<file path="config.mk">
export PLATFORM = sky130hd
export DESIGN_NAME = button_reset_watchdog_irq
export DESIGN_NICKNAME = d
export VERILOG_FILES = /design/src/shared/button_reset_pkg.sv /design/src/hw/button_reset_watchdog_irq.sv /design/src/hw/irq_pulser.sv
export SDC_FILE = /design/constraint.sdc
export NUM_CORES = 1
export LEC_CHECK = 0
export BUFFER_PORTS_ARGS = -buffer_cell sky130_fd_sc_hd__buf_2
export CAP_MARGIN = 15
export CORE_MARGIN = 1.5
export CORE_UTILIZATION = 28
export CTS_CLUSTER_SIZE = 12
export DETAILED_ROUTE_END_ITERATION = 6
export GPL_TIMING_DRIVEN = 0
export PLACE_DENSITY = 0.44
export SYNTH_ARGS = -nofsm -noshare
export SYNTH_HDL_FRONTEND = slang
export SYNTH_SLANG_ARGS = --single-unit
</file>
<file path="constraint.sdc">
create_clock -name mclk -period 3 [get_ports mclk]
set_clock_uncertainty 0.05 [all_clocks]
set_input_delay 0 -clock mclk [delete_from_list [all_inputs] [get_ports mclk]]
set_output_delay 0 -clock mclk [all_outputs]
set_load 0.05 [all_outputs]
</file>
<file path="src/shared/button_reset_pkg.sv">
// Constants and types for the long-press supervisor, adapter watchdog and interrupt pulser.
// Assumes a single 250 MHz clock; all control bits arrive as plain ports.
package button_reset_pkg;

	localparam int CLK_MHZ = 250;
	localparam int LONG_PRESS_CYCLES = 25000;
	localparam int WARN_CYCLES = 5000;
	localparam int PULSE_US = 128;
	localparam int PULSE_CYCLES = PULSE_US * CLK_MHZ;
	localparam int WD_SECONDS = 14;
	localparam longint WD_CYCLES = longint'(WD_SECONDS) * 64'd1000000 * CLK_MHZ;
	localparam int POWER_OFF_US = 100;
	localparam int POWER_OFF_CYCLES = POWER_OFF_US * CLK_MHZ;

	localparam logic [1:0] ACTION_CYCLE = 2'h0;
	localparam logic [1:0] ACTION_NONE = 2'h1;
	localparam int ACTION_SHIP_BIT = 1;

	localparam int SRC_COUNT = 5;
	localparam int SRC_WARN = 0;
	localparam int SRC_DONE = 1;
	localparam int SRC_ILIM = 2;
	localparam int SRC_FOLD = 3;
	localparam int SRC_SAG = 4;
	localparam logic [SRC_COUNT-1:0] FLAGS_RESET = 5'h00;

	typedef enum logic [1:0] {
		PS_IDLE,
		PS_OFF,
		PS_SHIP
	} power_state_t;

endpackage : button_reset_pkg

</file>
<file path="src/hw/button_reset_watchdog_irq.sv">
// Long-press supervisor, adapter watchdog and charger-flag interrupt front end.
// Assumes button and supply indications already synchronous to mclk.
`timescale 1ns/1ps
module button_reset_watchdog_irq #(
	parameter int LONG_PRESS_CYCLES = button_reset_pkg::LONG_PRESS_CYCLES, // Long press time in cycles
	parameter int WARN_CYCLES = button_reset_pkg::WARN_CYCLES, // Warn interval before expiry
	parameter longint WD_CYCLES = button_reset_pkg::WD_CYCLES, // Adapter watchdog window
	parameter int OFF_CYCLES = button_reset_pkg::POWER_OFF_CYCLES // Rail off time
) (
	input wire logic mclk, // Clock
	input wire logic rst_n, // Sync reset, low active
	input wire logic button_input_n, // Push button, low when pressed
	input wire logic [1:0] long_press_action_sel, // Long press action
	input wire logic reset_needs_adapter, // Gate long-press power cycle on adapter
	input wire logic adapter_valid, // Valid adapter supply
	input wire logic software_power_cycle, // Host write pulse
	input wire logic adapter_watchdog_enable, // Watchdog enable bit
	input wire logic i2c_transaction, // Pulse per I2C transaction
	input wire logic startup_done, // Start-up finished
	input wire logic startup_fault, // Start-up hit a fault
	input wire logic charge_terminated, // Termination reached
	input wire logic recharge_threshold, // Battery below recharge level
	input wire logic charge_enable, // Host charge enable
	input wire logic input_limit_active, // Input current loop active
	input wire logic power_path_foldback_active, // Foldback loop active
	input wire logic input_sag_active, // Input droop loop active
	input wire logic timer_double_en, // Safety timer double option
	input wire logic [4:0] irq_mask, // Per-source mask
	input wire logic [4:0] flag_read, // Flag read-clear pulses
	output logic system_rail_en, // System rail enable
	output logic io_supply_en, // I/O supply enable, on except in ship mode
	output logic ship_mode, // Ship mode request
	output logic reset_warning_flag, // Warning flag
	output logic charge_complete_flag, // Charge done flag
	output logic input_limit_flag, // Input limit flag
	output logic power_path_foldback_flag, // Foldback flag
	output logic input_sag_flag, // Input sag flag
	output logic charge_paused, // Charging paused
	output logic charge_reduce, // Reduced charge current
	output logic safety_timer_reset, // Safety timer restart pulse
	output logic safety_timer_double, // Safety timer doubled
	output logic int_n_o, // Interrupt pin output value
	output logic int_n_oe // Interrupt pin drive enable
);
	localparam int N = button_reset_pkg::SRC_COUNT;

	////////////////////////////////////////////////////////////////
	// Long press

	logic [$clog2(LONG_PRESS_CYCLES+1)-1:0] press_cnt_reg;
	logic pressing_reg;
	logic adapter_ok_reg;
	logic [1:0] action_reg;
	logic expire;
	logic warn_level;
	logic cycle_req;
	logic [N-1:0] flags;
	logic int_oe;

	assign expire = pressing_reg && !button_input_n &&
		press_cnt_reg == ($clog2(LONG_PRESS_CYCLES+1))'(LONG_PRESS_CYCLES - 1);
	assign warn_level = pressing_reg && !button_input_n &&
		press_cnt_reg >= ($clog2(LONG_PRESS_CYCLES+1))'(LONG_PRESS_CYCLES - WARN_CYCLES);

	always_ff @(posedge mclk) begin
		if (!rst_n) begin
			press_cnt_reg <= '0;
			pressing_reg <= 1'b0;
		end else if (button_input_n) begin
			press_cnt_reg <= '0;
			pressing_reg <= 1'b0;
		end else if (!pressing_reg) begin
			press_cnt_reg <= '0;
			pressing_reg <= 1'b1;
		end else if (press_cnt_reg != ($clog2(LONG_PRESS_CYCLES+1))'(LONG_PRESS_CYCLES))
			// Parks one past expiry so a held button acts only once per press
			press_cnt_reg <= press_cnt_reg + 1'b1;
	end

	// Action is tracked live during the press; only a move to power cycle is refused
	always_ff @(posedge mclk) begin
		if (!rst_n)
			action_reg <= button_reset_pkg::ACTION_NONE;
		else if (!pressing_reg)
			action_reg <= long_press_action_sel;
		else if (long_press_action_sel != button_reset_pkg::ACTION_CYCLE ||
			action_reg == button_reset_pkg::ACTION_CYCLE)
			action_reg <= long_press_action_sel;
	end

	always_ff @(posedge mclk) begin
		if (!rst_n)
			adapter_ok_reg <= 1'b0;
		else if (!pressing_reg)
			adapter_ok_reg <= adapter_valid;
		else if (!adapter_valid)
			adapter_ok_reg <= 1'b0;
	end

	////////////////////////////////////////////////////////////////
	// Adapter watchdog

	logic [63:0] wd_cnt_reg;
	logic wd_arm_reg;
	logic adapter_prev_reg;
	logic wd_fire;

	assign wd_fire = wd_arm_reg && adapter_watchdog_enable && !i2c_transaction &&
		wd_cnt_reg == 64'(WD_CYCLES - 1);

	always_ff @(posedge mclk) begin
		if (!rst_n) begin
			adapter_prev_reg <= 1'b0;
			wd_arm_reg <= 1'b0;
			wd_cnt_reg <= '0;
		end else begin
			adapter_prev_reg <= adapter_valid;
			if (!adapter_watchdog_enable || !adapter_valid || i2c_transaction || wd_fire) begin
				wd_arm_reg <= 1'b0;
				wd_cnt_reg <= '0;
			end else if (adapter_valid && !adapter_prev_reg) begin
				wd_arm_reg <= 1'b1;
				wd_cnt_reg <= '0;
			end else if (wd_arm_reg)
				wd_cnt_reg <= wd_cnt_reg + 64'h1;
		end
	end

	////////////////////////////////////////////////////////////////
	// Power sequencing

	button_reset_pkg::power_state_t ps_reg;
	logic [$clog2(OFF_CYCLES+1)-1:0] off_cnt_reg;
	logic press_cycle;
	logic press_ship;

	assign press_ship = expire && action_reg[button_reset_pkg::ACTION_SHIP_BIT];
	assign press_cycle = expire && action_reg == button_reset_pkg::ACTION_CYCLE &&
		(!reset_needs_adapter || (adapter_ok_reg && adapter_valid));
	assign cycle_req = press_cycle || software_power_cycle || wd_fire;

	always_ff @(posedge mclk) begin
		if (!rst_n) begin
			ps_reg <= button_reset_pkg::PS_IDLE;
			off_cnt_reg <= '0;
			system_rail_en <= 1'b1;
			ship_mode <= 1'b0;
		end else begin
			case (ps_reg)
				button_reset_pkg::PS_IDLE: begin
					if (press_ship) begin
						ps_reg <= button_reset_pkg::PS_SHIP;
						system_rail_en <= 1'b0;
						ship_mode <= 1'b1;
					end else if (cycle_req) begin
						ps_reg <= button_reset_pkg::PS_OFF;
						system_rail_en <= 1'b0;
						off_cnt_reg <= ($clog2(OFF_CYCLES+1))'(OFF_CYCLES - 1);
					end
				end
				button_reset_pkg::PS_OFF: begin
					if (off_cnt_reg == '0) begin
						ps_reg <= button_reset_pkg::PS_IDLE;
						system_rail_en <= 1'b1;
					end else
						off_cnt_reg <= off_cnt_reg - 1'b1;
				end
				// Leaving ship mode is the wake logic's job, which ends in a reset
				button_reset_pkg::PS_SHIP: begin
					ship_mode <= 1'b1;
				end
				default: begin
					ps_reg <= button_reset_pkg::PS_IDLE;
				end
			endcase
		end
	end

	always_ff @(posedge mclk) begin
		if (!rst_n)
			io_supply_en <= 1'b1;
		else
			io_supply_en <= ps_reg != button_reset_pkg::PS_SHIP;
	end

	////////////////////////////////////////////////////////////////
	// Charger response

	logic ce_prev_reg;
	logic adp_prev_reg;

	always_ff @(posedge mclk) begin
		if (!rst_n) begin
			ce_prev_reg <= 1'b0;
			adp_prev_reg <= 1'b0;
			charge_paused <= 1'b0;
			safety_timer_reset <= 1'b0;
		end else begin
			ce_prev_reg <= charge_enable;
			adp_prev_reg <= adapter_valid;
			safety_timer_reset <= 1'b0;
			if (charge_terminated && !charge_paused) begin
				charge_paused <= 1'b1;
				safety_timer_reset <= 1'b1;
			end else if (charge_paused && (charge_enable != ce_prev_reg ||
				adapter_valid != adp_prev_reg || recharge_threshold))
				charge_paused <= 1'b0;
		end
	end

	always_ff @(posedge mclk) begin
		if (!rst_n) begin
			charge_reduce <= 1'b0;
			safety_timer_double <= 1'b0;
		end else begin
			charge_reduce <= input_limit_active | power_path_foldback_active | input_sag_active;
			safety_timer_double <= timer_double_en &
				(input_limit_active | power_path_foldback_active | input_sag_active);
		end
	end

	////////////////////////////////////////////////////////////////
	// Interrupts

	logic start_ok_reg;

	always_ff @(posedge mclk) begin
		if (!rst_n)
			start_ok_reg <= 1'b0;
		else
			start_ok_reg <= startup_done & ~startup_fault;
	end

	irq_pulser #(
		.N(N),
		.PULSE_CYCLES(button_reset_pkg::PULSE_CYCLES)
	) u_irq (
		.mclk(mclk),
		.rst_n(rst_n),
		.status({input_sag_active, power_path_foldback_active, input_limit_active,
			charge_terminated, warn_level}),
		.mask(irq_mask),
		.read_clear(flag_read),
		.start_ok(start_ok_reg),
		.flags(flags),
		.int_oe(int_oe)
	);

	always_ff @(posedge mclk) begin
		if (!rst_n) begin
			int_n_oe <= 1'b0;
			int_n_o <= 1'b0;
			reset_warning_flag <= 1'b0;
			charge_complete_flag <= 1'b0;
			input_limit_flag <= 1'b0;
			power_path_foldback_flag <= 1'b0;
			input_sag_flag <= 1'b0;
		end else begin
			int_n_oe <= int_oe;
			int_n_o <= 1'b0;
			reset_warning_flag <= flags[button_reset_pkg::SRC_WARN];
			charge_complete_flag <= flags[button_reset_pkg::SRC_DONE];
			input_limit_flag <= flags[button_reset_pkg::SRC_ILIM];
			power_path_foldback_flag <= flags[button_reset_pkg::SRC_FOLD];
			input_sag_flag <= flags[button_reset_pkg::SRC_SAG];
		end
	end
endmodule : button_reset_watchdog_irq

</file>
<file path="src/hw/irq_pulser.sv">
// Sticky flags with masks and a timed open-drain interrupt pulse.
// Assumes status inputs synchronous to mclk.
`timescale 1ns/1ps
module irq_pulser #(
	parameter int N = button_reset_pkg::SRC_COUNT,
	parameter int PULSE_CYCLES = button_reset_pkg::PULSE_CYCLES
) (
	input wire logic mclk, // Clock
	input wire logic rst_n, // Sync reset, low active
	input wire logic [N-1:0] status, // Live status bits
	input wire logic [N-1:0] mask, // 1 masks a source
	input wire logic [N-1:0] read_clear, // Host read of flags, one pulse
	input wire logic start_ok, // Start-up completed without fault
	output logic [N-1:0] flags, // Sticky flags
	output logic int_oe // Drives pin low while high
);
	logic [N-1:0] status_reg;
	logic [N-1:0] trig;
	logic [$clog2(PULSE_CYCLES+1)-1:0] cnt_reg;

	always_ff @(posedge mclk) begin
		if (!rst_n)
			status_reg <= '0;
		else
			status_reg <= status;
	end

	generate
		for (genvar i = 0; i < N; i++) begin : g_src
			// Set beats a read in the same cycle
			assign trig[i] = status[i] & ~status_reg[i] & ~flags[i] & ~mask[i] & start_ok;
			always_ff @(posedge mclk) begin
				if (!rst_n)
					flags[i] <= button_reset_pkg::FLAGS_RESET[i];
				else if (status[i] & ~status_reg[i])
					flags[i] <= 1'b1;
				else if (read_clear[i])
					flags[i] <= 1'b0;
			end
		end
	endgenerate

	always_ff @(posedge mclk) begin
		if (!rst_n) begin
			cnt_reg <= '0;
			int_oe <= 1'b0;
		end else if (|trig && cnt_reg == '0) begin
			cnt_reg <= ($clog2(PULSE_CYCLES+1))'(PULSE_CYCLES - 1);
			int_oe <= 1'b1;
		end else if (cnt_reg != '0) begin
			// New triggers while active merge into the running pulse
			cnt_reg <= cnt_reg - 1'b1;
			int_oe <= 1'b1;
		end else
			int_oe <= 1'b0;
	end
endmodule : irq_pulser

</file>
**Word level (Yosys, flattened, before mapping)**

Cells that the tools add are included.

- Register bits: 143
- Input port bits: 29
- Logic and storage cells: 187

- $add $sub $neg: 4
- Magnitude comparators: 1
- Eq/ne operators: 16
- Muxes and demuxes: 36
- Bitwise gates (word level): 43
- Reduce and logical (&&, ||, !) cells: 54

Operator list:

| operator | number |
|---|---|
| $mux 15 | 5 |
| $add 64x1->64 const B | 1 |
| $eq 64x32->1 const B | 1 |
| $logic_not 15->1 | 2 |
| $pmux 15 s2 | 1 |
| $sub 15x1->15 const B | 2 |
| $and 1x1->1 | 22 |
| $mux 1 | 22 |
| $reduce_bool 2->1 | 10 |
| $not 1->1 | 19 |
| $add 15x1->15 const B | 1 |
| $eq 15x15->1 const B | 1 |
| $ge 15x15->1 const B | 1 |
| $ne 15x15->1 const B | 1 |
| $reduce_bool 15->1 | 1 |
| $logic_and 1x1->1 | 14 |
| $ne 2x2->1 const B | 7 |
| $mux 2 | 5 |
| $logic_or 1x1->1 | 9 |
| $logic_not 1->1 | 7 |
| $pmux 2 s3 | 1 |
| $reduce_and 3->1 | 2 |
| $reduce_or 3->1 | 2 |
| $reduce_or 5->1 | 1 |
| 11 further kinds | 16 |

**Longest topological paths before layout**

Gate-level depths: netlist (run 1).

- Depth in word-level cells: 10
- Depth in mapped cells: 9
- Gate-level depth less buffers: 8

**By module**

From an unflattened synthesis (run 1), not the netlist that was laid out.

- Cell total of the unflattened synthesis: 751
- Area, all modules: 6676.4 um2

By module, submodules not included:

| module | times used | cells each | area each (um2) | seq. area each (um2) |
|---|---|---|---|---|
| button_reset_watchdog_irq | 1 | 618 | 5447.7 | 2342.2 |
| irq_pulser | 1 | 133 | 1228.7 | 520.5 |

**Least setup slack after synthesis (run 1)**

Ideal clock, no wire load.

- Kind: reg-to-reg
- From: register wd_cnt_reg[36]
- To: register off_cnt_reg[10]
- Arrival: 2357 ps
- Required time: 2818 ps
- Setup slack: 461 ps
- Cell stages (with the launch flop): 8
- Path buffers: 1
- Clock period less this slack: 2539 ps
- Path through: dfxtp_1 -> or4_1 -> or4b_1 -> nor3_2 -> nand3_2 -> a2111oi_4 -> buf_6 -> nor3_1

- Cells in the longest elaborated chain, start to end: 5

Ends and longest elaborated chain:

| element | line | text |
|---|---|---|
| from (decl) | button_reset_watchdog_irq.sv:103 | `logic [63:0] wd_cnt_reg;` |
| from (signal assigned) | button_reset_watchdog_irq.sv:125 | `wd_cnt_reg <= wd_cnt_reg + 64'h1;` |
| $eq 64x32->1 | button_reset_watchdog_irq.sv:109 | `wd_cnt_reg == 64'(WD_CYCLES - 1);` |
| $logic_and 1x1->1 | button_reset_watchdog_irq.sv:108 | `assign wd_fire = wd_arm_reg && adapter_watchdog_enable && !i2c_transaction &&` |
| $logic_or 1x1->1 | button_reset_watchdog_irq.sv:140 | `assign cycle_req = press_cycle \|\| software_power_cycle \|\| wd_fire;` |
| $ne 2x2->1 (no line) | n/a |  |
| $reduce_and 4->1 (no line) | n/a |  |
| to (signal assigned) | button_reset_watchdog_irq.sv:158 | `off_cnt_reg <= ($clog2(OFF_CYCLES+1))'(OFF_CYCLES - 1);` |
| to (signal assigned) | button_reset_watchdog_irq.sv:166 | `off_cnt_reg <= off_cnt_reg - 1'b1;` |
| to (decl) | button_reset_watchdog_irq.sv:133 | `logic [$clog2(OFF_CYCLES+1)-1:0] off_cnt_reg;` |

Every way passes these cells.
A chain may end at the register's enable or synchronous reset.

**Final worst setup path (run 1)**

- From: register wd_cnt_reg[36]
- To: register wd_cnt_reg[30]

- Cells in the longest elaborated chain, start to end: 4

Ends and longest elaborated chain:

| element | line | text |
|---|---|---|
| $eq 64x32->1 | button_reset_watchdog_irq.sv:109 |  |
| $logic_and 1x1->1 | button_reset_watchdog_irq.sv:108 |  |
| $logic_or 1x1->1 | button_reset_watchdog_irq.sv:118 | `if (!adapter_watchdog_enable \|\| !adapter_valid \|\| i2c_transaction \|\| wd_fire) begin` |
| $reduce_or 3->1 (no line) | n/a |  |

Every way passes these cells.

==> results of run 1 <==
stage by stage:
stage	total power, mW	setup WS [ns]	area (um^2)	utilization	hold slack, ns
floorplan	2.752	0.4615	6380	-	0.02155
global placement	2.938	0.004318	6942	0.3085	0.1147
detailed placement	2.931	0.05145	6947	0.3087	0.1127
CTS	5.104	0.05175	7819	0.3475	0.1719
global route	5.327	0.05356	7848	0.3487	0.2188
finish	5.036	0.2353	7848	0.3487	0.1984
cell type report:
| type | count | area [um^2] | share of cell area |
|---|---|---|---|
| multi-input cells | 544 | 3312 | 0.4220 |
| flip-flops and latches | 143 | 2863 | 0.3648 |
| clock inverters | 10 | 138.9 | 0.01770 |
| clock buffers | 19 | 442.9 | 0.05644 |
| inverters | 22 | 82.58 | 0.01052 |
| plain buffers | 25 | 128.9 | 0.01642 |
| repair buffers | 74 | 523.0 | 0.06665 |
| well taps | 285 | 356.6 | 0.04544 |
synthesized netlist by cell type (all sizes together), types with 11 or more instances:
| master | n | share of area |
|---|---|---|
| nor2 | 118 | 0.069 |
| and3 | 15 | 0.015 |
| nand2 | 53 | 0.031 |
| a21oi | 14 | 0.011 |
| and2 | 19 | 0.019 |
| and4 | 13 | 0.018 |
| xor2 | 54 | 0.074 |
| clkbuf | 14 | 0.0082 |
| nor4 | 25 | 0.025 |
| nor3 | 34 | 0.027 |
| dfxtp | 143 | 0.45 |
| nand3 | 35 | 0.028 |
| buf | 11 | 0.012 |
| inv | 22 | 0.013 |
| nand4 | 32 | 0.031 |
| xnor2 | 36 | 0.049 |
worst min-delay path, delay by kind of cell:
family          cells  cell delay, ns
simple gates        1            0.14
compound gates      3            0.40
buf+inv             1            0.07
routing by layer:
metal,vias to the layer above,global-route usage,share of wire
li1,2754,-,-
met1,2420,0.1731,0.50
met2,86,0.2099,0.45
met3,6,0.03439,0.043
met4,0,0.04207,0.0059
met5,-,0,0
what timing repair did:
item,in CTS,in global routing
endpoints found under the hold margin,24,0
resized for setup,0,1
setup endpoints to repair,0,13
buffers inserted,0,3
hold buffers,29,0
path summary, 6_finish.rpt:
check                                   start  slack [ns]                       endpoint  cells past startpoint
setup / recovery  wd_cnt_reg[36]$_SDFFE_PP0P_        0.24    wd_cnt_reg[30]$_SDFFE_PP0P_                      8
hold / removal                    irq_mask[4]        0.20  u_irq.cnt_reg[7]$_SDFFE_PN0P_                      5
setup reg to reg  wd_cnt_reg[36]$_SDFFE_PP0P_        0.24    wd_cnt_reg[30]$_SDFFE_PP0P_                      8
hold reg to reg       u_irq.int_oe$_SDFF_PN0_        0.39            int_n_oe$_SDFF_PN0_                      1
logic make-up after synthesis:
group	count (synthesis)	synth area share
AO/OA/AOI/OAI	58	0.06648
multiplexers	2	0.003138
other	1	0.0005878
flip-flops	143	0.4487
adder cells (fa/ha/maj)	6	0.01177
AND/OR/NAND/NOR	387	0.3126
XOR/XNOR	90	0.1236
buffers and inverters	47	0.03314
power groups by stage:
stage	Clock (mW)	Sequential, mW	Combinational (mW)
final	2.11	2.14	0.784
after global routing	2.27	2.16	0.893
after CTS	2.18	2.14	0.786
after detailed placement	0	2.18	0.753
after global placement	0	2.18	0.757
after floorplan	0	2.19	0.560
==> run_results.csv, run 1 <==
group,metric,value,unit
outcome,status,"finished, final reports clean",
clocking,numClockSinks,143,
die,placementRows,55,
setup_path,cp_slowest_cell,"or4_1",
sta,hold_viol,0,
power_and_ir_drop,clockPowerShare,0.420,
sta,tightestPinTransition,0.7385,ns
clocking,cts_inserted_buffers,17,
power_and_ir_drop,peakVddDrop,0.0002659,V
global_route,first_global_vias,5095,
sta,tns,0,ns
clocking,clk_pin_slew_worst_paths,0.06,ns
route,num_vias,5266,
die,die_area,0.02370,mm^2
power_and_ir_drop,power_density,641.8,mW/mm^2
clocking,cts_tree,"done",
sta,slew_headroom,0.5014,
placed_design,hpwl,10500,um
finish,instances_no_fill,1122,
power_and_ir_drop,swShare,0.2679,
logic_synthesis,synth_edf_count,0,
power_and_ir_drop,p_comb_frac,0.156,
sta,rsz0062_at_grt,"false",
logic_synthesis,yosysSeqAreaShare,0.4487,
finish,final_common_cell,"dfxtp_1",
sta,period_share,0.9216,
finish,fillerInstances,2346,
logic_synthesis,async_reset_ff_frac,0,
global_route,grt_pass1_wl,25120,um
clocking,cts.htree.levels,4,
route,routed_via_density,4.693,
power_and_ir_drop,p_int,3.687,mW
logic_synthesis,synth_seq_cells,143,
setup_path,crit_top_cell,"buf_2",
clocking,clk_latency,0.42,ns
global_route,grt_usage,0.1316,
sta,slew_viol_final,0,
route,drc,0,
die,core_area,0.02250,mm^2
global_route,grt_max_degree,17,
die,die_y,153.9,um
setup_path,critPathMaxFanout,10,
setup_path,cp_cell_sequence,"or4_1, or4b_1, nor3_2, nand3_2, or3b_2, buf_2, buf_2, nor2_1",
die,pin_count,43,
setup_path,critPathCaptureType,"flip-flop",
worst_hold_path,hp-class,"input port to flip-flop",
sta,period_minus_slack,2.765,ns
finish,drive_gt1_frac,0.1147,
sta,setup_violations,0,
finish,mostFrequentLayoutCells,"dfxtp_1, nor2_1, xor2_1",
die,die_width,153.9,um
clocking,cts_root_buffer,"clkbuf_16",
power_and_ir_drop,p_switching,1.349,mW
logic_synthesis,synth.avg_cell_area,8.692,um^2
logic_synthesis,synthDistinctLibCells,57,
logic_synthesis,syn_nets,769,
setup_path,worst-setup-path-type,"flip-flop to flip-flop",
finish,diodes,0,
finish,syn_to_final_growth,23.00,%
placed_design,portBuffers,41,
route,firstDrtPassIters,4,
sta,fmax,0.3617,GHz
global_route,grt_antenna_before_repair,0,
clocking,clockBufferDepth,2,
finish,fin_nets,862,
power_and_ir_drop,seqPwrFrac,0.425,
power_and_ir_drop,power.leakage,2.782,nW
logic_synthesis,yosysWarnings,0,
finish,largest_reg_flops,64,
logic_synthesis,syn_inst,734,
route,drt-total-wl,14800,um
setup_path,critical_path_arrival,3.01,ns
placed_design,gp_congestion,0.7509,
setup_path,cpPeakStageDelay,0.51,ns
die,start_util,0.2835,
setup_path,start_kind,"flip-flop",
logic_synthesis,netlist_area,0.006380,mm^2
global_route,overflow,0,
placed_design,place_inst,1061,
setup_path,critPathBufInv,2,
setup_path,critPathTopFamily,"simple AND/OR/NAND/NOR gates",
route,drtIter0Drc,223,
route,wl_per_cell,13.19,um
job,maxCapViolCount,0,
logic_synthesis,ys.flop_type,"dfxtp_1",
setup_path,crit_required,3.25,ns
route,final_antenna_net_count,0,
No activity file was read; power rests on OpenSTA's default activity.
==> inputs of run 2 (changes only) <==
CORE_UTILIZATION = 53   (was 28)
PLACE_DENSITY = 0.72   (was 0.44)
SLEW_MARGIN = 20   (was default)
clock period = 3.47 ns   (was 3 ns; I/O delays follow)
==> run 2 against run 1 <==
Effect of this change:
- final area fell by 2.9%
- highest routed layer unchanged
- clock power shrank 15%
- total power down 14%
- critical path type unchanged
- setup slack improved by 0.35 ns
- final cell count decreased by 13%
==> run_results.csv, run 2 (synthesis gave the netlist of run 1 again) <==
group,metric,value,unit
die,die_area,0.01270,mm^2
die,placementRows,39,
global_route,first_global_vias,5391,
finish,seq_area,0.002863,mm^2
sta,rsz0062_at_grt,"false",
route,routed_via_density,5.694,
setup_path,cp-startpoint,"wd_cnt_reg[36]$_SDFFE_PP0P_",
finish,final_common_cell,"dfxtp_1",
die,start_util,0.5517,
clocking,clk_latency,0.42,ns
setup_path,r2r_cells,7,
setup_path,cpPeakStageDelay,0.60,ns
clocking,cts_tree,"done",
setup_path,worst-setup-path-type,"flip-flop to flip-flop",
sta,setup_violations,0,
global_route,grt_pass1_wl,25110,um
setup_path,rr_startpoint,"wd_cnt_reg[36]$_SDFFE_PP0P_",
finish,drive_gt1_frac,0.1083,
route,drtIter0Drc,347,
clocking,cts_setup_buffers,0,
route,num_vias,5546,
route,firstDrtPassIters,6,
clocking,clk_pin_slew_worst_paths,0.05,ns
power_and_ir_drop,peakVddDrop,0.0003524,V
job,maxCapViolCount,0,
route,wl_per_cell,15.20,um
clocking,post_cts_resize_count,0,
clocking,ctsHoldBuffers,27,
die,die_y,112.7,um
sta,tightestPinTransition,0.9213,ns
setup_path,crit_required,3.70,ns
setup_path,cp_slowest_cell,"a2111oi_4",
setup_path,critical_path_arrival,3.12,ns
clocking,cts.htree.levels,4,
sta,tns,0,ns
setup_path,reg2reg_slack,0.58,ns
die,pin_count,43,
global_route,overflow,0,
finish,syn_to_final_growth,19.40,%
finish,largest_reg_flops,64,
sta,period_minus_slack,2.890,ns
power_and_ir_drop,power_density,569.6,mW/mm^2
finish,mostFrequentLayoutCells,"dfxtp_1, nor2_1, xor2_1",
global_route,grt_antenna_before_repair,0,
clocking,cts_inserted_buffers,17,
setup_path,start_kind,"flip-flop",
finish,fin_nets,856,
finish,fillerInstances,927,
clocking,numClockSinks,143,
setup_path,critPathMaxFanout,10,
clocking,cts_root_buffer,"clkbuf_16",
route,drc,0,
route,final_antenna_net_count,0,
finish,multi_input_area,0.003312,mm^2
power_and_ir_drop,power.leakage,2.754,nW
placed_design,portBuffers,41,
setup_path,reg2reg_to,"off_cnt_reg[3]$_SDFFE_PN0P_",
sta,hold_viol,0,
setup_path,crit_path_end,"off_cnt_reg[3]$_SDFFE_PN0P_",
setup_path,cp_cell_sequence,"or4_1, or4b_1, nor3_2, nand3_2, a2111oi_4, buf_6, nor3_1",
placed_design,hpwl,9948,um
sta,fmax,0.3461,GHz
placed_design,gp_congestion,0.9194,
die,core_area,0.01156,mm^2
global_route,grt_max_degree,17,
finish,diodes,0,
die,die_width,112.7,um
outcome,status,"finished, final reports clean",
setup_path,critPathCaptureType,"flip-flop",
sta,holdWs,0.1824,ns
sta,slew_headroom,0.3801,
sta,period_share,0.8327,
sta,slew_viol_final,0,
route,drt-total-wl,14810,um
global_route,grt_usage,0.2457,
worst_hold_path,hp-class,"input port to flip-flop",
clocking,clockBufferDepth,2,
## run 2: cell count changes in the layout (fill, tap and decap cells not counted), sizes merged
| cell | delta |
|---|---|
| buf | -4 |
| clkbuf | +3 |
| clkinv | -1 |
| dlygate4sd3 | -2 |
| inv | -2 |
## run 2: worst min-delay path by stage
stage	from	endpoint	slack, ns	depth (start not counted)
finish	i2c_transaction	wd_cnt_reg[3]$_SDFFE_PP0P_	0.18	5
global route	irq_mask[4]	u_irq.cnt_reg[1]$_SDFFE_PN0P_	0.21	5
CTS	irq_mask[4]	u_irq.cnt_reg[1]$_SDFFE_PN0P_	0.17	5
detailed placement	startup_fault	start_ok_reg$_SDFF_PN0_	0.12	2
global placement	startup_fault	start_ok_reg$_SDFF_PN0_	0.12	2
floorplan	startup_fault	start_ok_reg$_SDFF_PN0_	0.02	1
## run 2: through the flow
stage / utilization / setup WS, ns / area [um^2] / power, mW / instances
finish: 0.6587 / 0.5804 / 7617 / 4.339 / 974
global route: 0.6587 / 0.3509 / 7617 / 4.533 / 974
CTS: 0.6581 / 0.5615 / 7611 / 4.337 / 974
detailed placement: 0.5849 / 0.5771 / 6764 / 2.529 / 918
global placement: 0.5849 / 0.6386 / 6764 / 2.501 / 918
floorplan: - / 0.9315 / 6380 / 2.379 / 734
## run 2: final cells by class
class / count / area share
Buffer: 25 / 0.01692
Clock buffer: 22 / 0.06094
Clock inverter: 7 / 0.01478
Inverter: 22 / 0.01084
Multi-Input combinational cell: 544 / 0.4348
Sequential cell: 143 / 0.3758
Tap cell: 143 / 0.02349
Timing Repair Buffer: 68 / 0.06242
## run 2: worst max-delay path, delay by kind of cell (launching register included)
kind | cells | cell delay, ns
and+or+nand+nor | 5 | 1.53
AOI/OAI and AO/OA | 1 | 0.60
DFF | 1 | 0.35
buffers and inverters | 1 | 0.21
## run 2: metal layers
layer  GRT usage  share of wire  up-vias
met5           0              0        -
met4     0.07932          0.016        0
met3     0.06481          0.044       28
met2      0.4415           0.51      137
met1      0.2854           0.43     2642
li1            -              -     2739
## run 2: power by group
part	leakage, nW	internal [mW]	switching, mW	total (mW)
registers	1.16	1.75	0.103	1.86
logic	1.31	0.290	0.391	0.682
clock network	0.282	1.15	0.648	1.80
total	2.75	3.20	1.14	4.34
